===== src/rtl/sec_pkg.sv =====
package sec_pkg;
  // Register byte offsets on the Wishbone slave
  localparam logic [4:0] OFF_CONFIG = 5'h00;
  localparam logic [4:0] OFF_STATUS = 5'h04;
  localparam logic [4:0] OFF_LV_HI = 5'h08;
  localparam logic [4:0] OFF_LV_LO = 5'h0C;
  localparam logic [4:0] OFF_PATH = 5'h10;
  localparam logic [4:0] OFF_OOS = 5'h14;
  localparam logic [4:0] OFF_FE = 5'h18;
  // Counter configuration fields
  localparam int CFG_CV_EXZ = 0;
  localparam int CFG_FBIT = 1;
  localparam int CFG_FS = 2;
  localparam int CFG_E1 = 3;
  localparam int CFG_ESF = 4;
  localparam int CFG_ZSUB = 5;
  localparam int CFG_MAN = 6;
  localparam int CFG_RATE = 7;
  localparam int CFG_W = 8;
  localparam logic [7:0] CFG_RESET = 8'h00;
  // Status fields
  localparam int ST_TIMER = 0;
  localparam logic [31:0] ST_RESET = 32'h0000_0000;
  // Timing
  localparam int CLK_HZ = 20_000_000;
  localparam int SEC_MS = 1000;
  localparam int T1_FAST_US = 42_000;
  localparam int E1_FAST_US = 62_500;
  localparam int SEC_CYC = CLK_HZ;
  localparam int T1_FAST_CYC = (CLK_HZ / 1000) * (T1_FAST_US / 1000);
  localparam int E1_FAST_CYC = (CLK_HZ / 1000) * E1_FAST_US / 1000;
  // Zero-run thresholds for excessive zero counting
  localparam int EXZ_PLAIN = 16;
  localparam int EXZ_SUBST = 8;
  localparam logic [15:0] CNT_MAX = 16'hFFFF;
endpackage


===== src/rtl/sec_counters.sv =====
// Decided for this implementation: the Wishbone interface to the registers and the placing of the registers.
`timescale 1ns/1ns
// What this block does
// RULE1 - Update at one second, 42ms, 62.5ms, manual
// RULE2 - Every counter saturates, never wraps
// RULE3 - Select internal second or manual update input
// RULE4 - Raise timer event at each automatic update
// RULE5 - Same-polarity successive marks count as violation
// RULE6 - Valid substitution codewords are not violations
// RULE7 - E1 select counts code violations instead
// RULE8 - Line counter ignores sync loss, saturates 65535
// RULE9 - T1 optionally counts excessive zero runs
// RULE10 - T1 path counts CRC-6, Ft, optional Fs
// RULE11 - T1 path counter halts during frame loss
// RULE12 - E1 path counter counts CRC-4 errors
// RULE13 - E1 path and E-bit halt on FAS/CRC loss
// RULE14 - Counters are 16 bits, high then low; only the line counter is split, path, OOS and E-bit read as one 16-bit word
// RULE15 - T1 option counts unsynced multiframes always
// RULE16 - T1 F-bit option counts pattern errors
// RULE17 - E1 counts FAS word errors when synced
// RULE18 - E1 E-bit counter counts zero E-bits
// RULE19 - E-bit counter idle in T1 mode
// RULE20 - Update copies accumulators, then clears them
module sec_counters #(
  parameter int SEC_COUNT = sec_pkg::SEC_CYC,
  parameter int T1_FAST_COUNT = sec_pkg::T1_FAST_CYC,
  parameter int E1_FAST_COUNT = sec_pkg::E1_FAST_CYC
) (
  input wire logic clk_i,
  input wire logic rst_i,
  // Classic Wishbone slave
  input wire logic cyc_i,
  input wire logic stb_i,
  input wire logic we_i,
  input wire logic [4:0] adr_i,
  input wire logic [3:0] sel_i,
  input wire logic [31:0] dat_i,
  output logic [31:0] dat_o,
  output logic ack_o,
  // Receive line decoder events, one-cycle pulses
  input wire logic rx_pulse_i,
  input wire logic rx_pol_i,
  input wire logic rx_bit_i,
  input wire logic rx_bit_valid_i,
  input wire logic zsub_code_i,
  // Framer events and status
  input wire logic crc_err_i,
  input wire logic ft_err_i,
  input wire logic fs_err_i,
  input wire logic fps_err_i,
  input wire logic fas_err_i,
  input wire logic mf_tick_i,
  input wire logic ebit_valid_i,
  input wire logic ebit_i,
  input wire logic rx_frame_loss_i,
  input wire logic fas_search_i,
  input wire logic crc_sync_loss_i,
  input wire logic cas_search_i,
  input wire logic manual_update_i,
  output logic timer_event_o
);
  initial begin
    if (SEC_COUNT < 2 || T1_FAST_COUNT < 2 || E1_FAST_COUNT < 2) begin
      $error("sec_counters: bad timer counts");
    end
    if (T1_FAST_COUNT > SEC_COUNT || E1_FAST_COUNT > SEC_COUNT) begin
      $error("sec_counters: fast period longer than one second");
    end
    // The period counter is 25 bits wide
    if (SEC_COUNT > 33554432) begin
      $error("sec_counters: one-second count too large for the timer");
    end
  end

  typedef struct packed {
    logic [sec_pkg::CFG_W-1:0] cfg;
    logic timer_flag;
    logic [24:0] timer;
    logic last_pol;
    logic last_bpv_pol;
    logic have_mark;
    logic have_bpv;
    logic [4:0] zrun;
    logic [15:0] acc_lv;
    logic [15:0] acc_path;
    logic [15:0] acc_oos;
    logic [15:0] acc_fe;
    logic [15:0] lv;
    logic [15:0] path;
    logic [15:0] oos;
    logic [15:0] fe;
    logic man_d;
    logic ack;
    logic [31:0] rdata;
    logic tevent;
  } sec_state_s;

  sec_state_s cur;
  sec_state_s next_cur;

  // Saturating add of one
  function automatic logic [15:0] sat_inc(input logic [15:0] v,
                                           input logic en);
    sat_inc = (en && v != sec_pkg::CNT_MAX) ? v + 16'h0001 : v; // RULE2
  endfunction

  function automatic logic [24:0] period(input logic [7:0] c);
    if (!c[sec_pkg::CFG_RATE]) begin
      period = 25'(SEC_COUNT - 1);
    end else if (c[sec_pkg::CFG_E1]) begin
      period = 25'(E1_FAST_COUNT - 1);
    end else begin
      period = 25'(T1_FAST_COUNT - 1);
    end
  endfunction

  // Zero-run length that counts as excessive, by substitution mode
  function automatic logic [4:0] zero_limit(input logic [7:0] c);
    if (c[sec_pkg::CFG_ZSUB]) begin
      zero_limit = 5'(sec_pkg::EXZ_SUBST); // RULE9
    end else begin
      zero_limit = 5'(sec_pkg::EXZ_PLAIN);
    end
  endfunction

  // Zero-run step: returns {excessive run seen, next run length}.
  // The run restarts after each count, so a long string of zeros
  // is counted once per threshold length.
  function automatic logic [5:0] zero_step(
    input logic [4:0] run,
    input logic [4:0] limit,
    input logic bit_valid,
    input logic bit_one
  );
    zero_step = {1'b0, run};
    if (bit_valid) begin
      if (bit_one) begin
        zero_step = 6'h00;
      end else if (run + 5'h01 >= limit) begin
        zero_step = {1'b1, 5'h00}; // RULE9
      end else begin
        zero_step = {1'b0, run + 5'h01};
      end
    end
  endfunction

  // Line counter event; it never looks at sync loss
  function automatic logic line_event(
    input logic [7:0] c,
    input logic bpv_hit,
    input logic cv_hit,
    input logic exz_hit
  );
    if (c[sec_pkg::CFG_E1]) begin
      line_event = c[sec_pkg::CFG_CV_EXZ] ? cv_hit : bpv_hit; // RULE7
    end else begin
      line_event = bpv_hit || (c[sec_pkg::CFG_CV_EXZ] && exz_hit); // RULE9
    end
  endfunction

  // Path counter event; frame or multiframe loss freezes it
  function automatic logic path_event(
    input logic [7:0] c,
    input logic crc,
    input logic ft,
    input logic fs,
    input logic loss,
    input logic fas_hunt,
    input logic crc_lost
  );
    if (c[sec_pkg::CFG_E1]) begin
      path_event = crc && !fas_hunt && !crc_lost; // RULE12 RULE13
    end else if (loss) begin
      path_event = 1'b0; // RULE11
    end else if (c[sec_pkg::CFG_ESF]) begin
      path_event = crc; // RULE10
    end else begin
      path_event = ft || (c[sec_pkg::CFG_FS] && fs); // RULE10
    end
  endfunction

  // Out-of-sync counter event
  function automatic logic oos_event(
    input logic [7:0] c,
    input logic ft,
    input logic fps,
    input logic fas,
    input logic mf,
    input logic loss,
    input logic fas_hunt,
    input logic cas_hunt,
    input logic crc_lost
  );
    if (c[sec_pkg::CFG_E1]) begin
      oos_event = fas && !loss && !fas_hunt && !cas_hunt &&
                  !crc_lost; // RULE17
    end else if (!c[sec_pkg::CFG_FBIT]) begin
      // Whole multiframes spent unsynchronised, so loss must not gate it
      oos_event = mf && loss; // RULE15
    end else if (loss) begin
      oos_event = 1'b0; // RULE16
    end else begin
      oos_event = c[sec_pkg::CFG_ESF] ? fps : ft; // RULE16
    end
  endfunction

  // Far-end block error event, E1 only
  function automatic logic fe_event(
    input logic [7:0] c,
    input logic valid,
    input logic ebit,
    input logic fas_hunt,
    input logic crc_lost
  );
    if (!c[sec_pkg::CFG_E1]) begin
      fe_event = 1'b0; // RULE19
    end else begin
      fe_event = valid && !ebit && !fas_hunt && !crc_lost; // RULE13 RULE18
    end
  endfunction

  // One counter step, returns {next accumulator, next shown count}.
  // On update the shown count takes the accumulator plus this cycle's event.
  function automatic logic [31:0] roll(
    input logic [15:0] acc,
    input logic [15:0] shown,
    input logic ev,
    input logic update
  );
    if (update) begin
      roll = {16'h0000, sat_inc(acc, ev)}; // RULE20
    end else begin
      roll = {sat_inc(acc, ev), shown};
    end
  endfunction

  // Register read multiplexer; unmapped offsets read as zero
  function automatic logic [31:0] read_word(
    input logic [4:0] a,
    input sec_state_s s
  );
    case (a)
      sec_pkg::OFF_CONFIG: read_word = {24'h000000, s.cfg};
      sec_pkg::OFF_STATUS: read_word = {31'h00000000, s.timer_flag};
      sec_pkg::OFF_LV_HI: read_word = {24'h000000, s.lv[15:8]}; // RULE14
      sec_pkg::OFF_LV_LO: read_word = {24'h000000, s.lv[7:0]};
      sec_pkg::OFF_PATH: read_word = {16'h0000, s.path};
      sec_pkg::OFF_OOS: read_word = {16'h0000, s.oos};
      sec_pkg::OFF_FE: read_word = {16'h0000, s.fe};
      default: read_word = 32'h0000_0000;
    endcase
  endfunction

  logic bus_req;
  logic upd;
  logic auto_upd;
  logic bpv;
  logic cv;
  logic exz;
  logic lv_ev;
  logic path_ev;
  logic oos_ev;
  logic fe_ev;
  logic [4:0] zlim;
  logic [31:0] rd;

  always_comb begin
    next_cur = cur;
    // Ack gates the take, so a request still held during ack is served once
    bus_req = cyc_i && stb_i && !cur.ack;
    // Automatic timer, restarted whenever the period choice changes
    auto_upd = 1'b0;
    if (cur.timer >= period(cur.cfg)) begin
      next_cur.timer = '0;
      auto_upd = 1'b1;
    end else begin
      next_cur.timer = cur.timer + 25'h0000001;
    end
    // Edge detector idles low like the input, so reset makes no update
    next_cur.man_d = manual_update_i;
    upd = cur.cfg[sec_pkg::CFG_MAN] ?
          (manual_update_i && !cur.man_d) : auto_upd; // RULE1 RULE3
    next_cur.tevent = upd && !cur.cfg[sec_pkg::CFG_MAN]; // RULE4
    // Line violations
    bpv = 1'b0;
    cv = 1'b0;
    if (rx_pulse_i) begin
      bpv = cur.have_mark && rx_pol_i == cur.last_pol &&
            !(cur.cfg[sec_pkg::CFG_ZSUB] && zsub_code_i); // RULE5 RULE6
      next_cur.last_pol = rx_pol_i;
      next_cur.have_mark = 1'b1;
      if (bpv) begin
        cv = cur.have_bpv && rx_pol_i == cur.last_bpv_pol; // RULE7
        next_cur.last_bpv_pol = rx_pol_i;
        next_cur.have_bpv = 1'b1;
      end
    end
    zlim = zero_limit(cur.cfg);
    {exz, next_cur.zrun} = zero_step(cur.zrun, zlim, rx_bit_valid_i,
                                     rx_bit_i);
    lv_ev = line_event(cur.cfg, bpv, cv, exz); // RULE8
    path_ev = path_event(cur.cfg, crc_err_i, ft_err_i, fs_err_i,
                         rx_frame_loss_i, fas_search_i, crc_sync_loss_i);
    oos_ev = oos_event(cur.cfg, ft_err_i, fps_err_i, fas_err_i, mf_tick_i,
                       rx_frame_loss_i, fas_search_i, cas_search_i,
                       crc_sync_loss_i);
    fe_ev = fe_event(cur.cfg, ebit_valid_i, ebit_i, fas_search_i,
                     crc_sync_loss_i);
    // An event in the update cycle lands in the shown count, not lost
    {next_cur.acc_lv, next_cur.lv} = roll(cur.acc_lv, cur.lv, lv_ev, upd);
    {next_cur.acc_path, next_cur.path} =
      roll(cur.acc_path, cur.path, path_ev, upd);
    {next_cur.acc_oos, next_cur.oos} = roll(cur.acc_oos, cur.oos, oos_ev, upd);
    {next_cur.acc_fe, next_cur.fe} = roll(cur.acc_fe, cur.fe, fe_ev, upd);
    // Timer flag: a new automatic update beats a software clear in the same cycle
    if (bus_req && we_i && adr_i == sec_pkg::OFF_STATUS && sel_i[0] &&
        dat_i[sec_pkg::ST_TIMER]) begin
      next_cur.timer_flag = 1'b0;
    end
    if (next_cur.tevent) begin
      next_cur.timer_flag = 1'b1; // RULE4
    end
    if (bus_req && we_i && adr_i == sec_pkg::OFF_CONFIG && sel_i[0]) begin
      next_cur.cfg = dat_i[sec_pkg::CFG_W-1:0];
      if (dat_i[sec_pkg::CFG_W-1:0] != cur.cfg) begin
        next_cur.timer = '0;
      end
    end
    rd = read_word(adr_i, cur);
    next_cur.ack = bus_req;
    next_cur.rdata = bus_req ? rd : cur.rdata;
  end

  always_ff @(posedge clk_i) begin
    if (rst_i) begin
      cur <= '0;
      cur.cfg <= sec_pkg::CFG_RESET;
      cur.timer_flag <= sec_pkg::ST_RESET[sec_pkg::ST_TIMER];
    end else begin
      cur <= next_cur;
    end
  end

  assign ack_o = cur.ack;
  assign dat_o = cur.rdata;
  assign timer_event_o = cur.tevent;
endmodule


===== config.mk =====
export PLATFORM = sky130hd
export DESIGN_NAME = sec_counters
export DESIGN_NICKNAME = d
export VERILOG_FILES = /design/src/rtl/sec_pkg.sv /design/src/rtl/sec_counters.sv
export SDC_FILE = /design/constraint.sdc
export NUM_CORES = 1
export LEC_CHECK = 0
export BUFFER_PORTS_ARGS = -buffer_cell sky130_fd_sc_hd__buf_2
export CAP_MARGIN = 30
export CORE_MARGIN = 1.5
export CORE_UTILIZATION = 55
export CTS_CLUSTER_DIAMETER = 120
export DETAILED_ROUTE_END_ITERATION = 10
export GPL_ROUTABILITY_DRIVEN = 0
export PLACE_DENSITY = 0.75
export SYNTH_ARGS = -nofsm -noshare
export SYNTH_HDL_FRONTEND = slang
export SYNTH_SLANG_ARGS = --single-unit

===== constraint.sdc =====
create_clock -name clk_i -period 7.1 [get_ports clk_i]
set_clock_uncertainty 0.1 [all_clocks]
set_input_delay 1.42 -clock clk_i [delete_from_list [all_inputs] [get_ports clk_i]]
set_output_delay 1.42 -clock clk_i [all_outputs]
set_load 0.05 [all_outputs]

==> impl_metrics.env <==
export IMPL_synthFlopType="dfxtp_1"
export IMPL_tightestPinTransition_ns=1.03
export IMPL_synth_cell_types=73
export IMPL_drt_iter0_markers=604
export IMPL_synth_top_cells_by_area="dfxtp_1 (38%), a211oi_2 (6.2%), nor2_1 (5.0%)"
export IMPL_grt_total_usage_pct=24.6
export IMPL_vias_per_cell=5.92
export IMPL_clk_path_buf_depth=2
export IMPL_route_met2_wl_um=10000
export IMPL_die_height_um=137
export IMPL_grt_pass1_wl_um=36500
export IMPL_setup_tns_final_ns=0
export IMPL_drive_gt1_share_pct=18.1
export IMPL_nets=1180
export IMPL_die_w_um=137
export IMPL_cp_end_kind="register"
export IMPL_crit_family="buffers and inverters"
export IMPL_yosys_warnings=0
export IMPL_final_max_slew_viol_count=0
export IMPL_cts_buffers=17
export IMPL_area_growth_pct=6.45
export IMPL_crit_buf_inv=3
export IMPL_core_mm2=0.0175
export IMPL_grt_ovfl_total=0
export IMPL_period_needed_ns=4.47
export IMPL_cpMostUsedCell="buf_4"
export IMPL_h_tree_depth=4
export IMPL_cts_resized=0
export IMPL_rsz0062_at_grt="false"
export IMPL_port_buffers=54
export IMPL_yosys_area_top_type_share_pct=38.4
export IMPL_cts_root_buffer="clkbuf_16"
export IMPL_ios=98
export IMPL_yosysMostFrequentCell="dfxtp_1"
export IMPL_antenna_found_initial=0
export IMPL_post_cts_buffers=0
export IMPL_drc=0
export IMPL_slew_headroom_pct=30.5
export IMPL_via_count=7832
export IMPL_ys_top_cells_by_count="dfxtp_1 (190), nor2_1 (132), a21oi_1 (74)"
export IMPL_seq_area_mm2=0.00380
export IMPL_ys_ff_latch=190
export IMPL_antenna_left=0
export IMPL_critPathMaxFanout=67
export IMPL_antennaDiodeCount=0
export IMPL_ir_drop_uv=183
export IMPL_path_class="reg2reg"
export IMPL_cp_arrival_ns=4.69
export IMPL_place_hpwl_um=15300
export IMPL_max_cap_violations=0
export IMPL_cts_sinks=190
export IMPL_hold_viol_final=0
export IMPL_path_clk_slew_ns=0.07
export IMPL_clock_latency_ns=0.44
export IMPL_ys_seq_area_share_pct=38.4
export IMPL_p_per_area_mw_per_mm2=201
export IMPL_cp_start_kind="register"
export IMPL_multi_input_area_mm2=0.00549
export IMPL_floorplan_die_area_mm2=0.0188
export IMPL_rows=48
export IMPL_synthCells=1083
export IMPL_post_route_period_util_pct=63.0
export IMPL_slowest_stage="a21o_2"
export IMPL_cp_slowest_stage_delay_ns=0.66
export IMPL_hold_class="reg2reg"
export IMPL_synthArstFlopShare_pct=0
export IMPL_nFillCells=1487
export IMPL_crit_required_ns=7.31
export IMPL_wl_met3_um=1150
export IMPL_m1WireLength_um=10700
export IMPL_syn_area_per_cell_um2=9.15
export IMPL_fin_util_pct=60.4
export IMPL_status="finished clean"
export IMPL_drt_wirelength_per_cell_um=16.9
export IMPL_top_layer_used="met4"
export IMPL_crit_chain="nand2b_1 > inv_1 > ha_1 > nand4_1 > nor4_4 > o311ai_2 > nand4_4 > buf_4 > a21o_2 > buf_4 > nor2_1"
export IMPL_cts_tree="done"
export IMPL_setup_viol=0
export IMPL_first_pass_iters=5
export IMPL_ctsHoldBuffers=0
export IMPL_drt_total_wl_um=22300
export IMPL_grt_max_degree=68
export IMPL_p_leak_nw=3.75
export IMPL_synth_top_area_cell="dfxtp_1"
export IMPL_synth_edf_count=0
export IMPL_netlist_area_mm2=0.00991
export IMPL_fmax_mhz=223
export IMPL_initial_utilization_pct=56.7
export IMPL_grt_pass1_vias=7258
[area by class of cell]
class,count,share of cell area [%]
clock inverters,11,1.26
clock buffers,18,4.16
flip-flops and latches,190,36.0
well taps,225,2.67
repair buffers,61,3.06
multi-input cells,795,52.0
inverters,23,0.818
[report_power, final]
group / internal [mW] / leakage (nW) / switching [mW] / total, mW
clock: 0.527 / 0.276 / 0.418 / 0.945
combinational: 0.0256 / 1.94 / 0.0794 / 0.105
sequential: 1.07 / 1.53 / 0.00476 / 1.08
total: 1.62 / 3.75 / 0.502 / 2.13
[sequential cells by signal, indices dropped and copies added (netlist names)]
| register | cells |
|---|---|
| ack_o | 1 |
| cur | 172 |
| dat_o | 16 |
| timer_event_o | 1 |
[path summary, 6_finish.rpt]
check | slack, ns | depth (start not counted) | from | end
worst max-delay path | 2.63 | 11 | cur[201] | cur[130]
worst min-delay path | 0.36 | 2 | dat_o[6] | dat_o[6]
worst max register to register | 2.63 | 11 | cur[201] | cur[130]
worst min register to register | 0.36 | 2 | dat_o[6] | dat_o[6]
[cell families (layout without fill, tap and decap cells)]
family / Yosys count / count (layout) / synth area share, %
AOI/OAI and AO/OA: 234 / 234 / 19.2
xor gates and xnor gates: 86 / 86 / 7.60
adders and majority gates: 28 / 28 / 3.53
buffers and inverters: 113 / 113 / 6.99
DFF: 190 / 190 / 38.4
muxes: 35 / 35 / 3.55
other: 1 / 16 / 0.0378
and+or+nand+nor: 396 / 396 / 20.7
[metal layers]
layer | vias up | track usage [%]
met4 | 0 | 8.48
met3 | 34 | 4.23
li1 | 3832 | -
met5 | - | 0
met2 | 212 | 38.9
met1 | 3754 | 34.0
[worst min-delay path, cell delays in order, from the launching register on]
cell and delay [ns]:
dfxtp_1 0.31, nand2_1 0.05, a21oi_1 0.05
[cells in the final DEF, fill, tap and decap left out, drive strengths merged, types with 3 or more instances in the layout]
cell type	instances
o221ai	3
a211oi	57
nor2	153
a21oi	84
a22o	3
nand2b	4
nand3b	5
xnor2	30
nor4	20
nor3	24
o22ai	3
o21ai	20
or3	4
o31ai	10
conb	16
nand3	48
nand2	63
and4	6
ha	28
buf	61
mux2i	34
dfxtp	190
a31oi	4
clkinv	3
a22oi	24
inv	27
and2	9
xor2	56
a21o	3
nand4	28
a211o	9
clkbuf	18
nor3b	8
and3	15
[through the flow]
stage          power [mW]  hold WS (ns)  worst slack (ns)  instances  area, um^2
2_1_floorplan        1.19         0.337              4.01       1098        9970
3_3_place_gp         1.20         0.340              2.72       1293        9980
3_5_place_dp         1.20         0.354              2.66       1294        9980
4_1_cts              2.14         0.363              2.61       1323       10600
5_1_grt              2.19         0.392              2.32       1323       10600
6_report             2.13         0.364              2.63       1323       10600
Note: power is estimated with default switching activity, not from simulation.
